==> src/rtl/ast_pkg.sv <==
// Purpose: Shared constants for the async serial transmitter
// Assumes: 10 MHz clock, byte addresses on the register bus
// Notes: Unmapped addresses and the holding register read as zero
package ast_pkg;
  localparam int ADDR_W = 6;
  localparam int DATA_W = 32;
  localparam logic [5:0] OFS_INTCTL = 6'h00;
  localparam logic [5:0] OFS_PFLAG = 6'h04;
  localparam logic [5:0] OFS_PEN = 6'h08;
  localparam logic [5:0] OFS_PPRI = 6'h0C;
  localparam logic [5:0] OFS_RXSC = 6'h10;
  localparam logic [5:0] OFS_HOLD = 6'h14;
  localparam logic [5:0] OFS_TXSC = 6'h18;
  localparam logic [5:0] OFS_BAUD = 6'h1C;
  localparam logic [5:0] OFS_DIVH = 6'h20;
  localparam logic [5:0] OFS_DIVL = 6'h24;
  // Bit positions
  localparam int B_GIE = 7;
  localparam int B_PERIPHERAL_IRQ_ENABLE = 6;
  localparam int B_TXEF = 4;
  localparam int B_TRANSMIT_IRQ_ENABLE = 4;
  localparam int B_SERIAL_PORT_ENABLE = 7;
  localparam int B_NINE = 6;
  localparam int B_TRANSMIT_ENABLE_BIT = 5;
  localparam int B_SYNC = 4;
  localparam int B_HSPD = 2;
  localparam int B_SHIFTER_EMPTY_FLAG = 1;
  localparam int B_TRANSMIT_NINTH_BIT = 0;
  localparam int B_INV = 4;
  localparam int B_WIDE = 3;
  // Writable bits per register
  localparam logic [7:0] RXSC_MASK = 8'hF8;
  localparam logic [7:0] TXSC_MASK = 8'hFD;
  localparam logic [7:0] BAUD_MASK = 8'h3B;
  localparam logic [7:0] REG_RST = 8'h00;
  // Frame lengths including start and stop bit
  localparam logic [3:0] FRAME8 = 4'hA;
  localparam logic [3:0] FRAME9 = 4'hB;
  localparam logic [3:0] LAST_BIT = 4'h1;
  localparam logic [10:0] FRAME_IDLE = 11'h7FF;
  // Timing
  localparam int CLK_NS = 100;
  localparam int TCY_NS = 100;
  localparam int HANDOFF_CYC = TCY_NS / CLK_NS;
  localparam int FLAG_SETTLE_CYC = 2;
endpackage

==> src/rtl/ast_shift_if.sv <==
// Purpose: Link between register side and the bit shifter
// Assumes: One clock domain
// Notes: Line is the true-polarity serial level
interface ast_shift_if;
  logic load;
  logic [8:0] data;
  logic nine;
  logic tick;
  logic abort;
  logic busy;
  logic line;
  modport ctrl(output load, data, nine, tick, abort,
    input busy, line);
  modport shifter(input load, data, nine, tick, abort,
    output busy, line);
endinterface

==> src/rtl/ast_transmitter.sv <==
// Purpose: Async serial transmitter with Avalon-MM register access
// Assumes: baud_tick is a one-cycle pulse per bit period
// Notes: Generator, receiver and sync mode live elsewhere
// Functional notes
// - Transmit only with enable set, clocked mode clear, port on.
// - Port enable forces the transmit pin to drive.
// - Port enable forces receive pin input; level readable, latch off.
// - Enabling the transmitter sets the empty flag.
// - Holding write starts sending; idle shifter takes it at once.
// - Queued character enters shifter within one cycle after stop.
// - Loaded character is sent immediately: start, data, stop.
// - Invert bit flips idle level and data on the line.
// - Empty flag set while transmitter enabled and no character queued.
// - Empty flag valid from the second cycle after a write.
// - Empty flag is read-only.
// - Interrupt needs its enable; flag ignores the enable.
// - Shifter-empty flag read-only, clear from load to last bit.
// - Nine-bit mode sends nine data bits.
// - Ninth bit is the MSb, loaded with the low byte.
// - Enabling interrupt with flag set fires if both gates set.
// - Shifter is hidden; it loads only from the holding register.
// - Frame: start at space, data, stop at mark; idle at mark.
// - Data goes out LSb first.
module ast_transmitter
  import ast_pkg::*;
(
  // Clock and reset
  input wire logic clk,
  input wire logic rst_n,
  // Avalon-MM slave
  input wire logic [ADDR_W-1:0] avs_address,
  input wire logic avs_read,
  input wire logic avs_write,
  input wire logic [3:0] avs_byteenable,
  input wire logic [DATA_W-1:0] avs_writedata,
  output logic [DATA_W-1:0] avs_readdata,
  output logic avs_waitrequest,
  // Baud generator
  input wire logic baud_tick,
  output logic [15:0] baud_divisor,
  output logic high_speed_baud,
  output logic wide_baud_divisor,
  // General port fallback
  input wire logic port_latch_tx,
  input wire logic port_latch_rx,
  input wire logic pin_dir_tx,
  input wire logic pin_dir_rx,
  output logic [1:0] port_levels,
  // Pins
  input wire logic transmit_pin_i,
  output logic transmit_pin_o,
  output logic transmit_pin_oe,
  input wire logic receive_pin_i,
  output logic receive_pin_o,
  output logic receive_pin_oe,
  // Interrupt
  output logic irq
);
  logic rst_meta_reg, rst_int_n;
  logic wait_reg, wait_next;
  logic [DATA_W-1:0] rdata_reg, rdata_next;
  logic [7:0] intctl_reg, pen_reg, ppri_reg, rxsc_reg, txsc_reg;
  logic [7:0] baud_reg, divh_reg, divl_reg, hold_reg;
  logic hold_full_reg, hold_full_next;
  logic txef_reg, txef_next;
  logic irq_reg, irq_next;
  logic txo_reg, txo_next, txoe_reg, txoe_next;
  logic rxo_reg, rxoe_reg, rxoe_next;
  logic [1:0] lvl_reg;
  logic wr_ok, rd_take, wr_hold;
  logic serial_port_enable, transmit_enable_bit, sync_sel, nine, inv, transmit_irq_enable, global_irq_enable, peripheral_irq_enable;
  logic tx_active, line_level;
  logic [7:0] rd_mux, pflag_view, txsc_view;
  ast_shift_if sif ();

  function automatic logic [7:0] mwr(logic [7:0] old, logic [7:0] nw,
                                     logic [7:0] mask);
    mwr = (old & ~mask) | (nw & mask);
  endfunction

  function automatic logic hit(logic [ADDR_W-1:0] ofs);
    hit = wr_ok && avs_address == ofs;
  endfunction

  // Reset release through two flops
  always_ff @(posedge clk or negedge rst_n) begin
    if (!rst_n) begin
      rst_meta_reg <= 1'b0;
      rst_int_n <= 1'b0;
    end else begin
      rst_meta_reg <= 1'b1;
      rst_int_n <= rst_meta_reg;
    end
  end

  // Bus: one wait cycle, then the access completes
  assign rd_take = avs_read & wait_reg;
  assign wr_ok = avs_write & ~wait_reg & avs_byteenable[0];
  assign wait_next = ~((avs_read | avs_write) & wait_reg);
  // Spelled out: a function reading module nets would not re-trigger here
  assign wr_hold = wr_ok && avs_address == OFS_HOLD;

  assign serial_port_enable = rxsc_reg[B_SERIAL_PORT_ENABLE];
  assign transmit_enable_bit = txsc_reg[B_TRANSMIT_ENABLE_BIT];
  assign sync_sel = txsc_reg[B_SYNC];
  assign nine = txsc_reg[B_NINE];
  assign inv = baud_reg[B_INV];
  assign transmit_irq_enable = pen_reg[B_TRANSMIT_IRQ_ENABLE];
  assign global_irq_enable = intctl_reg[B_GIE];
  assign peripheral_irq_enable = intctl_reg[B_PERIPHERAL_IRQ_ENABLE];
  assign tx_active = transmit_enable_bit & ~sync_sel & serial_port_enable;

  // Flags are views of state; writes never reach them
  assign pflag_view = 8'(txef_reg) << B_TXEF;
  assign txsc_view = (txsc_reg & ~8'(1 << B_SHIFTER_EMPTY_FLAG)) |
    ({7'h00, ~sif.busy} << B_SHIFTER_EMPTY_FLAG);

  assign rd_mux =
    avs_address == OFS_INTCTL ? intctl_reg :
    avs_address == OFS_PFLAG ? pflag_view :
    avs_address == OFS_PEN ? pen_reg :
    avs_address == OFS_PPRI ? ppri_reg :
    avs_address == OFS_RXSC ? rxsc_reg :
    avs_address == OFS_TXSC ? txsc_view :
    avs_address == OFS_BAUD ? baud_reg :
    avs_address == OFS_DIVH ? divh_reg :
    avs_address == OFS_DIVL ? divl_reg : REG_RST;
  assign rdata_next = rd_take ? {24'h000000, rd_mux} : rdata_reg;

  // Hand-off into the shifter; write sets win over transfer clears
  assign sif.load = tx_active & hold_full_reg & ~sif.busy;
  assign sif.data = {txsc_reg[B_TRANSMIT_NINTH_BIT], hold_reg};
  assign sif.nine = nine;
  assign sif.tick = baud_tick;
  assign sif.abort = ~tx_active;
  assign hold_full_next = wr_hold |
    (hold_full_reg & ~sif.load & tx_active);
  assign txef_next = transmit_enable_bit & ~hold_full_reg;
  assign irq_next = global_irq_enable & peripheral_irq_enable & transmit_irq_enable & txef_reg;

  // Pins
  assign line_level = sif.busy ? sif.line : 1'b1;
  assign txo_next = serial_port_enable ? (tx_active ? line_level ^ inv : ~inv) :
    port_latch_tx;
  assign txoe_next = serial_port_enable | ~pin_dir_tx;
  assign rxoe_next = ~serial_port_enable & ~pin_dir_rx;

  always_ff @(posedge clk or negedge rst_int_n) begin
    if (!rst_int_n) begin
      wait_reg <= 1'b1;
      rdata_reg <= '0;
    end else begin
      wait_reg <= wait_next;
      rdata_reg <= rdata_next;
    end
  end

  always_ff @(posedge clk or negedge rst_int_n) begin
    if (!rst_int_n) begin
      intctl_reg <= REG_RST;
      pen_reg <= REG_RST;
      ppri_reg <= REG_RST;
      rxsc_reg <= REG_RST;
      txsc_reg <= REG_RST;
      baud_reg <= REG_RST;
    end else begin
      if (hit(OFS_INTCTL)) intctl_reg <= avs_writedata[7:0];
      if (hit(OFS_PEN)) pen_reg <= avs_writedata[7:0];
      if (hit(OFS_PPRI)) ppri_reg <= avs_writedata[7:0];
      if (hit(OFS_RXSC))
        rxsc_reg <= mwr(rxsc_reg, avs_writedata[7:0], RXSC_MASK);
      if (hit(OFS_TXSC))
        txsc_reg <= mwr(txsc_reg, avs_writedata[7:0], TXSC_MASK);
      if (hit(OFS_BAUD))
        baud_reg <= mwr(baud_reg, avs_writedata[7:0], BAUD_MASK);
    end
  end

  always_ff @(posedge clk or negedge rst_int_n) begin
    if (!rst_int_n) begin
      divh_reg <= REG_RST;
      divl_reg <= REG_RST;
      hold_reg <= REG_RST;
      hold_full_reg <= 1'b0;
      txef_reg <= 1'b0;
      irq_reg <= 1'b0;
    end else begin
      if (hit(OFS_DIVH)) divh_reg <= avs_writedata[7:0];
      if (hit(OFS_DIVL)) divl_reg <= avs_writedata[7:0];
      if (wr_hold) hold_reg <= avs_writedata[7:0];
      hold_full_reg <= hold_full_next;
      txef_reg <= txef_next;
      irq_reg <= irq_next;
    end
  end

  always_ff @(posedge clk or negedge rst_int_n) begin
    if (!rst_int_n) begin
      txo_reg <= 1'b1;
      txoe_reg <= 1'b0;
      rxo_reg <= 1'b0;
      rxoe_reg <= 1'b0;
      lvl_reg <= 2'h0;
    end else begin
      txo_reg <= txo_next;
      txoe_reg <= txoe_next;
      rxo_reg <= port_latch_rx;
      rxoe_reg <= rxoe_next;
      lvl_reg <= {receive_pin_i, transmit_pin_i};
    end
  end

  ast_shifter u_shifter (
    .clk(clk),
    .rst_int_n(rst_int_n),
    .sif(sif)
  );

  assign avs_readdata = rdata_reg;
  assign avs_waitrequest = wait_reg;
  assign baud_divisor = {divh_reg, divl_reg};
  assign high_speed_baud = txsc_reg[B_HSPD];
  assign wide_baud_divisor = baud_reg[B_WIDE];
  assign port_levels = lvl_reg;
  assign transmit_pin_o = txo_reg;
  assign transmit_pin_oe = txoe_reg;
  assign receive_pin_o = rxo_reg;
  assign receive_pin_oe = rxoe_reg;
  assign irq = irq_reg;
endmodule

==> src/rtl/ast_shifter.sv <==
// Purpose: Serialises one frame: start, 8 or 9 data bits, stop
// Assumes: Tick is a one-cycle pulse from the baud generator
// Notes: Line idles at mark; the start bit appears right after load
module ast_shifter
  import ast_pkg::*;
(
  // Clock and reset
  input wire logic clk,
  input wire logic rst_int_n,
  // Control
  ast_shift_if.shifter sif
);
  logic [10:0] frame_reg, frame_next;
  logic [3:0] left_reg, left_next;
  logic busy_reg, busy_next;
  logic step;

  function automatic logic [10:0] frame_of(logic [8:0] d, logic nine);
    frame_of = nine ? {1'b1, d, 1'b0} : {2'h3, d[7:0], 1'b0};
  endfunction

  assign step = busy_reg & sif.tick;
  // LSb leaves first; ones fill in behind as stop bit and idle
  assign frame_next = sif.abort ? FRAME_IDLE :
    sif.load ? frame_of(sif.data, sif.nine) :
    step ? {1'b1, frame_reg[10:1]} : frame_reg;
  assign left_next = sif.load ? (sif.nine ? FRAME9 : FRAME8) :
    step ? left_reg - 4'h1 : left_reg;
  assign busy_next = ~sif.abort & (sif.load |
    (busy_reg & ~(step & left_reg == LAST_BIT)));
  assign sif.busy = busy_reg;
  assign sif.line = frame_reg[0];

  always_ff @(posedge clk or negedge rst_int_n) begin
    if (!rst_int_n) begin
      frame_reg <= FRAME_IDLE;
      left_reg <= 4'h0;
      busy_reg <= 1'b0;
    end else begin
      frame_reg <= frame_next;
      left_reg <= left_next;
      busy_reg <= busy_next;
    end
  end
endmodule

==> config.mk <==
export PLATFORM = sky130hd
export DESIGN_NAME = ast_transmitter
export DESIGN_NICKNAME = d
export VERILOG_FILES = /design/src/rtl/ast_pkg.sv /design/src/rtl/ast_shift_if.sv /design/src/rtl/ast_transmitter.sv /design/src/rtl/ast_shifter.sv
export SDC_FILE = /design/constraint.sdc
export NUM_CORES = 1
export LEC_CHECK = 0
export BUFFER_PORTS_ARGS = -buffer_cell sky130_fd_sc_hd__buf_2
export CORE_ASPECT_RATIO = 0.7
export CORE_MARGIN = 5
export CORE_UTILIZATION = 49
export DETAILED_ROUTE_END_ITERATION = 8
export MAX_ROUTING_LAYER = met4
export PLACE_DENSITY = 0.85
export SYNTH_ARGS = -nofsm -noshare
export SYNTH_HDL_FRONTEND = slang
export SYNTH_HIERARCHICAL = 1
export SYNTH_SLANG_ARGS = --single-unit
==> constraint.sdc <==
create_clock -name clk -period 2.9 [get_ports clk]
set_input_delay 0.29 -clock clk [delete_from_list [all_inputs] [get_ports clk]]
set_output_delay 0.29 -clock clk [all_outputs]
set_load 0.03 [all_outputs]
==> results of run 1 <==
==> how the worst min path moves through the flow <==
| stage | start | endpoint | slack [ns] | cells past startpoint |
|---|---|---|---|---|
| 2_1_floorplan | rst_n | rst_int_n | -0.006 | 0 |
| 3_3_place_gp | rst_n | rst_meta_reg | 0.08 | 1 |
| 3_5_place_dp | rst_n | rst_meta_reg | 0.08 | 1 |
| 4_1_cts | receive_pin_i | port_levels[1] | 0.04 | 1 |
| 5_1_grt | receive_pin_i | port_levels[1] | 0.04 | 1 |
| 6_report | receive_pin_i | port_levels[1] | 0.05 | 1 |
==> through the flow <==
stage / setup WS (ns) / area [µm²] / util / cells / hold WS [ns]
3_5_place_dp: 0.733 / 5080 / 0.529 / 562 / 0.0758
5_1_grt: 0.733 / 5370 / 0.559 / 579 / 0.0355
2_1_floorplan: 1.14 / 4880 / - / 413 / -0.00559
6_report: 0.809 / 5370 / 0.559 / 579 / 0.0476
3_3_place_gp: 0.779 / 5080 / 0.529 / 562 / 0.0759
4_1_cts: 0.817 / 5370 / 0.559 / 579 / 0.0358
==> where the power goes <==
group	internal, mW	leakage [nW]	switching (mW)
clock	0.631	0.136	0.505
sequential	1.46	1.31	0.0609
combinational	0.0948	1.21	0.205
==> logic make-up (layout without fill, tap and decap cells) <==
family / Yosys count / count (layout) / synth area share
multiplexers: 84 / 84 / 0.193
AND/OR/NAND/NOR: 94 / 94 / 0.117
AO/OA/AOI/OAI: 59 / 59 / 0.0885
other: 2 / 25 / 0.00157
XOR/XNOR: 4 / 4 / 0.00731
adder cells (fa/ha/maj): 2 / 2 / 0.00522
flip-flops: 100 / 100 / 0.525
buffers and inverters: 45 / 83 / 0.0616
==> timing repair <==
item	in CTS	in global routing
hold buffers	1	0
resized for setup	0	0
hold endpoints to repair	2	0
==> layer usage <==
metal,vias up,track usage,wire length [µm]
li1,1480,-,-
met1,1639,0.276,5070
met2,126,0.275,4760
met3,18,0.0646,909
met4,0,0.0601,201
met5,-,-,0
==> worst max-delay path: cells and delay by family, from the launching register on <==
kind	cells	cell delay (ns)
and+or+nand+nor	3	1.18
muxes	1	0.40
DFF	1	0.38
==> area by class of cell <==
type                    instances  area (µm²)
fillers                       812        4240
flip-flops and latches        100        2520
multi-input cells             268        2070
repair buffers                 63         328
clock buffers                  13         260
well taps                     128         160
clock inverters                 3        21.3
inverters                       4        15.0
==> cell usage in the layout, fill, tap and decap left out, types with 10 or more instances in the layout <==
cell / instances
dfrtp_1: 87
mux2_2: 69
buf_2: 59
conb_1: 25
nor2_1: 17
nand2_1: 16
mux2i_1: 15
dfstp_2: 12
nand2b_1: 10
o21ai_0: 10
==> impl_metrics.csv, run 1 <==
group,metric,value,unit
run_status,outcome,"complete, no violations",
worst_hold_path,holdCritPathClass,"input pin to flip-flop",
layout,syn_to_final_growth,12.1,%
sta,timing.final.hold_violations,0,
cts,cts.htree.levels,3,
die,chipWidth,128,µm
power,power.density_cell_area,550,nW/µm²
sta,max_freq,478,MHz
worst_setup_path,worst_r2r_startpoint,"avs_waitrequest",
synthesis,syn-instance-count,390,
worst_setup_path,cp_data_required_time,3.13,ns
worst_setup_path,rr_endpoint,"hold_reg[7]",
layout,final_nets,501,
detailed_routing,remaining_drc_errors,0,
die,floorplan.initialDensity,0.499,
flow_run,max-cap-violations,0,
worst_setup_path,cp_slowest_cell,"nor3b_4",
sta,slew_viol_final,0,
global_routing,grtUsageTotal,0.198,
die,die_h,92.8,µm
synthesis,post_synth_num_cell_types,59,
sta,final_period_minus_worst_setup_slack,2.09,ns
cts,clkSlewWorstSetupHoldPaths,0.06,ns
synthesis,synthDominantAreaCellType,"dfrtp_1",
worst_setup_path,worstPathCellList,"and3b_1 -> nand2_1 -> nor3b_4 -> mux2_2",
die,floorplan.die_area,11900,µm²
layout,antennaDiodeCount,0,
cts,cts.path.max_buffers,2,
synthesis,synth.area.top_cells,"dfrtp_1 (46%), mux2_2 (16%), dfstp_2 (6.6%)",
synthesis,synth_cell_count_leaders,"dfrtp_1 (88), mux2_2 (69), buf_4 (29)",
worst_setup_path,cp-startpoint,"avs_waitrequest",
global_routing,first_pass_grt_wire_length,17.6,mm
synthesis,synth-warning-count,6,
cts,tritoncts_clock_tree,"built",
power,power.total,2.96,mW
synthesis,synth_largest_type_area_fraction,0.459,
sta,aggregate_negative_setup_slack,0,ns
sta,max_slew_margin,0.238,
detailed_routing,route.detailed.wl_per_inst,18.9,µm
cts,clock_latency,0.34,ns
sta,final-setup-viol-count,0,
detailed_routing,dr_total_vias,3263,
worst_setup_path,critical_path_arrival,2.32,ns
worst_setup_path,cp-endpoint,"hold_reg[7]",
cts,number_of_setup_buffers_added_after_cts,0,
die,total_number_of_placement_rows,30,
synthesis,number_of_synthesized_flops_with_an_enable_pin,0,
placement,finalWeightedCongestion,0.921,
power,ir_drop,400,µV
placement,dp_hpwl,8.01,mm
synthesis,asyncSetResetFlopFracSynth,1.00,
worst_setup_path,critPathKind,"flip-flop to flip-flop",
sta,final_min_period_over_clock_period,0.721,
sta,worst-slew-pin-transition,1.14,ns
synthesis,post_synth_instance_area,4790,µm²
synthesis,yosys_most_used_dff,"dfrtp_1",
detailed_routing,drt_antenna_net_count,0,
global_routing,gr-total-overflow,0,
synthesis,yosysSeqAreaShare,0.525,
layout,drive_above_1_share,0.377,
detailed_routing,routed_wirelength,10.9,mm
die,floorplan.io_pins,111,
worst_setup_path,worst-path-max-fanout,9,
placement,placement.io_buffers,59,
cts,root_buffer,"clkbuf_16",
cts,cts.sinks,100,
sta,grt_setup_unrepaired,"no",
synthesis,ys_ff_latch,100,
detailed_routing,drtIter0Drc,254,
detailed_routing,drt_pre_antenna_iters,4,
worst_setup_path,crit_path_end_kind,"flip-flop",
worst_setup_path,critical-path-max-stage-delay,0.52,ns
detailed_routing,viasPerCell,5.64,
global_routing,grt_max_degree,91,
die,design.core.area,9610,µm²
global_routing,first_global_vias,3331,
synthesis,synthMostInstantiatedCell,"dfrtp_1",
worst_setup_path,worst-r2r-setup-slack,0.81,ns
cts,cts_made_buffers,9,
synthesis,synthesis.area_per_instance,12.3,µm²
layout,largest_register_ff_count,10,
worst_setup_path,reg2reg_depth,4,
power,cellLeakagePower,2.66,nW
worst_setup_path,cp-start-kind,"flip-flop",
global_routing,grt_antenna_before_repair,0,
sta,clock_skew,0.00406,ns
(Power assumes the default switching activity.)
==> run 2: changes to the inputs <==
- ABC_AREA: default -> 1
- CORE_UTILIZATION: 49 -> 54
- PLACE_DENSITY: 0.85 -> 0.88
- clock period: 2.9 -> 2.2 ns (I/O delays scaled with it)
==> run 2 against run 1 <==
Effect of this change: clock power up 39%; clock skew up 0.0047 ns; synthesized area down 1.2%; sequential share of layout area down 0.28 points; non-clock buffer count up 9; setup slack worse by 0.45 ns; count of clock-buffer cells in the layout down 1; cell area up 0.61%; largest power group unchanged.
==> impl_metrics.csv, run 2 <==
group,metric,value,unit
run_status,outcome,"complete, no violations",
global_routing,grt_max_degree,44,
global_routing,gr-total-overflow,0,
flow_run,max-cap-violations,0,
synthesis,synthDominantAreaCellType,"dfrtp_1",
power,ir_drop,612,µV
placement,finalWeightedCongestion,0.957,
power,cellLeakagePower,2.77,nW
layout,drive_above_1_share,0.205,
cts,number_of_setup_buffers_added_after_cts,0,
synthesis,synth.area.top_cells,"dfrtp_1 (46%), nand2_1 (14%), o21ai_0 (6.8%)",
synthesis,syn-instance-count,559,
sta,worst-slew-pin-transition,0.581,ns
sta,max_freq,544,MHz
sta,final-setup-viol-count,0,
sta,slew_viol_final,0,
synthesis,synthesis.area_per_instance,8.48,µm²
cts,cts_made_buffers,9,
detailed_routing,remaining_drc_errors,0,
die,floorplan.io_pins,111,
cts,clkSlewWorstSetupHoldPaths,0.07,ns
layout,layout.cells.most_common_list,"nand2_1 (175), dfrtp_1 (87), o21ai_0 (64), buf_2 (59), nand3_1 (46)",
layout,largest_register_ff_count,10,
worst_setup_path,cp_data_required_time,2.49,ns
die,design.core.area,8510,µm²
placement,placement.io_buffers,59,
worst_setup_path,cp-startpoint,"rxsc_reg[7]",
sta,final_min_period_over_clock_period,0.835,
cts,cts.htree.levels,3,
worst_setup_path,critical_path_arrival,2.13,ns
cts,clock_latency,0.35,ns
die,floorplan.initialDensity,0.557,
worst_setup_path,cp-start-kind,"flip-flop",
detailed_routing,route.detailed.wl_per_inst,16.1,µm
layout,syn_to_final_growth,14.1,%
synthesis,synth-warning-count,6,
sta,finalWorstSetupSlack,0.362,ns
cts,tritoncts_clock_tree,"built",
synthesis,yosysSeqAreaShare,0.531,
placement,dp_hpwl,8.69,mm
layout,layout.cells.most_common,"nand2_1",
worst_setup_path,crit_path_end_kind,"flip-flop",
detailed_routing,dr_total_vias,4000,
synthesis,number_of_synthesized_flops_with_an_enable_pin,0,
worst_setup_path,worst_r2r_startpoint,"rxsc_reg[7]",
die,floorplan.die_area,10800,µm²
global_routing,grtUsageTotal,0.247,
sta,max_slew_margin,0.613,
cts,root_buffer,"clkbuf_16",
synthesis,ys_ff_latch,100,
cts,cts_repair_resize_count,0,
detailed_routing,drt_antenna_net_count,0,
detailed_routing,drt_pre_antenna_iters,5,
sta,aggregate_negative_setup_slack,0,ns
synthesis,asyncSetResetFlopFracSynth,1.00,
synthesis,post_synth_num_cell_types,32,
global_routing,grt_antenna_before_repair,0,
sta,clock_skew,0.00879,ns
cts,cts.sinks,100,
sta,grt_setup_unrepaired,"no",
die,die_h,88.4,µm
worst_hold_path,hold_path_startpoint,"pin_dir_rx",
synthesis,yosys_most_used_dff,"dfrtp_1",
power,power.density_cell_area,750,nW/µm²
synthesis,synth_cell_count_leaders,"nand2_1 (175), dfrtp_1 (88), o21ai_0 (64)",
synthesis,synth_largest_type_area_fraction,0.465,
worst_hold_path,holdCritPathClass,"input pin to flip-flop",
sta,timing.final.hold_violations,0,
worst_setup_path,critPathKind,"flip-flop to flip-flop",
placement,dpl_worst_slack,0.442,ns
cts,cts.path.max_buffers,2,
global_routing,first_global_vias,3910,
layout,final_nets,683,
die,chipWidth,122,µm
detailed_routing,viasPerCell,5.31,
detailed_routing,routed_wirelength,12.1,mm
sta,final_period_minus_worst_setup_slack,1.84,ns
global_routing,first_pass_grt_wire_length,19.4,mm
synthesis,synthMostInstantiatedCell,"nand2_1",
die,total_number_of_placement_rows,28,
synthesis,post_synth_instance_area,4740,µm²
detailed_routing,drtIter0Drc,350,
layout,antennaDiodeCount,0,
worst_setup_path,worst-path-max-fanout,10,
## run 2: changes by cell type in the layout (fill, tap and decap cells not counted), moves of 7 or more
cell and delta:
nand2_1 +159, inv_1 +34, o21ai_0 +54, mux2_2 -69
a211o_1 -7, a21oi_1 +12, nand3_1 +40, mux2i_1 -15
nand2b_1 -10
## run 2: stage by stage
step / hold slack (ns) / util / instance area, µm² / std cells / power (mW)
3_5_place_dp: 0.00558 / 0.596 / 5070 / 733 / 2.50
5_1_grt: 0.0101 / 0.635 / 5410 / 753 / 4.21
2_1_floorplan: -0.0756 / - / 4830 / 582 / 2.36
3_3_place_gp: 0.00463 / 0.596 / 5070 / 733 / 2.48
6_report: 0.0190 / 0.635 / 5410 / 753 / 4.06
4_1_cts: 0.00809 / 0.635 / 5410 / 753 / 4.08
## run 2: worst paths after layout
kind,slack (ns),depth (start not counted),end
min in group asynchronous,0.19,2,rst_int_n
max reg2reg,0.36,9,u_shifter/frame_reg[3]
min,0.02,2,receive_pin_oe
max,0.36,9,u_shifter/frame_reg[3]
max in group asynchronous,1.23,1,divl_reg[3]
min reg2reg,0.33,0,txef_reg
## run 2: cell families (layout without fill, tap and decap cells)
| family | Yosys count | count (layout) | synth area share |
|---|---|---|---|
| other cells | 2 | 25 | 0.00158 |
| compound gates | 100 | 100 | 0.114 |
| fa+ha+maj | 2 | 2 | 0.00528 |
| simple gates | 272 | 272 | 0.250 |
| flops | 100 | 100 | 0.531 |
| buf+inv | 82 | 133 | 0.0956 |
| xor+xnor | 1 | 1 | 0.00185 |
## run 2: area by class of cell
type / count / area [µm²]
Inverter: 45 / 169
Clock buffer: 12 / 246
Multi-Input combinational cell: 400 / 1850
Sequential cell: 100 / 2520
Tap cell: 120 / 150
Fill cell: 705 / 3110
Clock inverter: 4 / 50.0
Timing Repair Buffer: 72 / 415
## run 2: where the power goes
group / switching [mW] / internal, mW
clock: 0.672 / 0.911
combinational: 0.336 / 0.118
sequential: 0.0827 / 1.94
## run 2: critical path, cell delays in order, from the launching register on
cell,delay (ns)
dfrtp_1,0.44
inv_1,0.12
nor3_1,0.24
nand2_1,0.07
nor2_1,0.35
buf_4,0.26
nand2_1,0.07
nand3_1,0.09
nand2_1,0.07
nand2_1,0.06
## run 2: what timing repair did
action                                  CTS  global route
endpoints found under the setup margin    0             0
hold buffers                              4             0
endpoints found under the hold margin     5             0
## run 2: per-layer routing
metal / GRT usage / vias to the layer above / share of wire
li1: - / 1891 / -
met1: 0.305 / 1924 / 0.43
met2: 0.395 / 157 / 0.48
met3: 0.0671 / 28 / 0.075
met4: 0.0905 / 0 / 0.019
met5: - / - / 0
==> run 3: changes to the inputs <==
- CORE_UTILIZATION: 54 -> 49
- PLACE_DENSITY: 0.88 -> 0.85
- clock period: 2.2 -> 1.65 ns (I/O delays scaled with it)
==> run 3 against run 2 <==
Effect of this change: die area grew 9.2%; total power grew 35%; sequential cell count is the same; clock skew shrank 0.0044 ns; routed wire length shrank 1.4%; global-route usage shrank 3.1 points; cell area grew 3.3%; final cell count grew 3.1%; utilization shrank 5.1 points; worst hold slack lost 0.017 ns; critical path type unchanged; highest routed layer unchanged.
==> impl_metrics.csv, run 3 (synthesis gave the netlist of run 2 again) <==
group,metric,value,unit
run_status,outcome,"complete, no violations",
worst_setup_path,worstPathBufferInverterCount,4,
placement,cell_area_after_placement,5150,µm²
detailed_routing,remaining_drc_errors,0,
sta,max_freq,664,MHz
cts,tritoncts_clock_tree,"built",
power,power.density_cell_area,981,nW/µm²
layout,finalNonFillerCells,776,
sta,timing.final.hold_violations,0,
global_routing,grt_max_degree,34,
layout,final_nets,698,
worst_setup_path,cp-start-kind,"flip-flop",
power,comb_power_share,0.116,
layout,layout.cells.most_common_list,"nand2_1 (175), dfrtp_1 (87), o21ai_0 (64), buf_2 (59), nand3_1 (44)",
layout,layout.cell_area.non_filler,5590,µm²
detailed_routing,drtIter0Drc,324,
sta,hold-worst-slack,0.00223,ns
die,floorplan.initialDensity,0.495,
placement,dp_hpwl,8.76,mm
cts,cts.sinks,100,
worst_setup_path,worst-path-stages,8,
detailed_routing,dr_total_vias,4017,
placement,finalWeightedCongestion,0.974,
power,internal_power,4.06,mW
detailed_routing,route.detailed.wl_per_inst,15.4,µm
worst_setup_path,crit_path_end_kind,"flip-flop",
power,switching_share,0.258,
die,total_number_of_placement_rows,30,
layout,layout.cells.most_common,"nand2_1",
worst_setup_path,cp_data_required_time,1.93,ns
die,floorplan.die_area,11800,µm²
worst_setup_path,worst-path-max-fanout,18,
die,chipWidth,128,µm
placement,place.detailed.instances,749,
worst_setup_path,reg2reg_depth,8,
global_routing,gr-total-overflow,0,
flow_run,max-cap-violations,0,
power,p_sw,1.41,mW
worst_setup_path,worst_r2r_startpoint,"txsc_reg[5]",
worst_setup_path,cp-startpoint,"txsc_reg[5]",
layout,largest_register_ff_count,10,
worst_hold_path,worst_hold_path_depth,2,
layout,drive_above_1_share,0.222,
global_routing,grtUsageTotal,0.216,
worst_setup_path,critical-path-top-delay-family,"buffers and inverters",
cts,clkSlewWorstSetupHoldPaths,0.06,ns
cts,cts_made_buffers,9,
worst_setup_path,critPathKind,"flip-flop to flip-flop",
worst_setup_path,cp-endpoint,"u_shifter/frame_reg[1]",
worst_setup_path,worst-r2r-setup-slack,0.14,ns
global_routing,first_pass_grt_wire_length,19.3,mm
sta,final_min_period_over_clock_period,0.913,
power,power.share.sequential,0.490,
cts,clock_latency,0.34,ns
power,cellLeakagePower,2.86,nW
worst_hold_path,holdCritPathClass,"input pin to flip-flop",
cts,cts.htree.levels,3,
sta,aggregate_negative_setup_slack,0,ns
sta,slew_viol_final,0,
die,design.core.area,9570,µm²
cts,root_buffer,"clkbuf_16",
worst_setup_path,rr_endpoint,"u_shifter/frame_reg[1]",
sta,clock_skew,0.00442,ns
power,clk_pwr_share,0.394,
power,ir_drop,614,µV
die,die_h,92.3,µm
detailed_routing,routed_wirelength,12.0,mm
detailed_routing,drt_pre_antenna_iters,5,
sta,final-setup-viol-count,0,
detailed_routing,drt_antenna_net_count,0,
worst_setup_path,critical_path_arrival,1.79,ns
global_routing,grt_antenna_before_repair,0,
worst_setup_path,worstPathCellList,"inv_1 -> nor3_4 -> buf_4 -> inv_1 -> clkinv_2 -> nand2_2 -> nand2_1 -> nand2_1",
die,floorplan.io_pins,111,
global_routing,first_global_vias,3887,
layout,antennaDiodeCount,0,
detailed_routing,viasPerCell,5.18,
worst_setup_path,cp_slowest_cell,"dfrtp_1",
layout,syn_to_final_growth,17.9,%
sta,final_period_minus_worst_setup_slack,1.51,ns
placement,placement.io_buffers,59,
worst_setup_path,critical-path-max-stage-delay,0.39,ns
layout,utilization,0.584,
cts,cts.path.max_buffers,2,
run 3: cell types whose count changed in the layout (fill, tap and decap cells not counted), moves of 2 or more:
cell | previous run | this run
clkbuf_8 | 1 | 3
dlygate4sd3_1 | 4 | 7
nand3_2 | 0 | 2
clkinvlp_4 | 2 | 0
buf_4 | 8 | 18
nand3_1 | 46 | 44
run 3: how the worst min path moves through the flow:
stage,start,endpoint
2_1_floorplan,rst_n,rst_meta_reg
3_3_place_gp,rst_n,rst_meta_reg
3_5_place_dp,rst_n,rst_meta_reg
4_1_cts,pin_dir_rx,receive_pin_oe
5_1_grt,pin_dir_rx,receive_pin_oe
6_report,pin_dir_rx,receive_pin_oe
run 3: what timing repair did:
action | 4_1_cts | 5_1_grt
setup buffers | 0 | 4
hold endpoints to repair | 7 | 0
resized for setup | 0 | 6
endpoints found under the setup margin | 0 | 17
hold buffers | 7 | 0
run 3: cell type report:
| cell class | instances | area, µm² |
|---|---|---|
| Clock buffer | 15 | 278 |
| Inverter | 45 | 170 |
| Sequential cell | 100 | 2520 |
| Timing Repair Buffer | 87 | 552 |
| Multi-Input combinational cell | 400 | 1880 |
| Tap cell | 128 | 160 |
| Fill cell | 853 | 3990 |
| Clock inverter | 1 | 30.0 |
run 3: power by group through the flow:
stage | Sequential, mW | Combinational, mW | Clock [mW]
floorplan | 2.85 | 0.297 | 0
global placement | 2.72 | 0.605 | 0
detailed placement | 2.73 | 0.619 | 0
CTS | 2.68 | 0.636 | 2.18
global route | 2.70 | 0.693 | 2.28
finish | 2.69 | 0.634 | 2.16
run 3: layer usage:
metal | share of wire | track usage | wire, µm
met1 | 0.45 | 0.286 | 5420
met2 | 0.47 | 0.342 | 5690
met3 | 0.059 | 0.0448 | 703
met4 | 0.014 | 0.0527 | 167
met5 | 0 | - | 0
run 3: through the flow:
stage / worst slack, ns / power [mW]
after global placement: 0.124 / 3.32
after detailed placement: 0.0642 / 3.34
after CTS: 0.0543 / 5.50
after global routing: -0.0168 / 5.67
after floorplan: 0.0451 / 3.15
final: 0.144 / 5.48
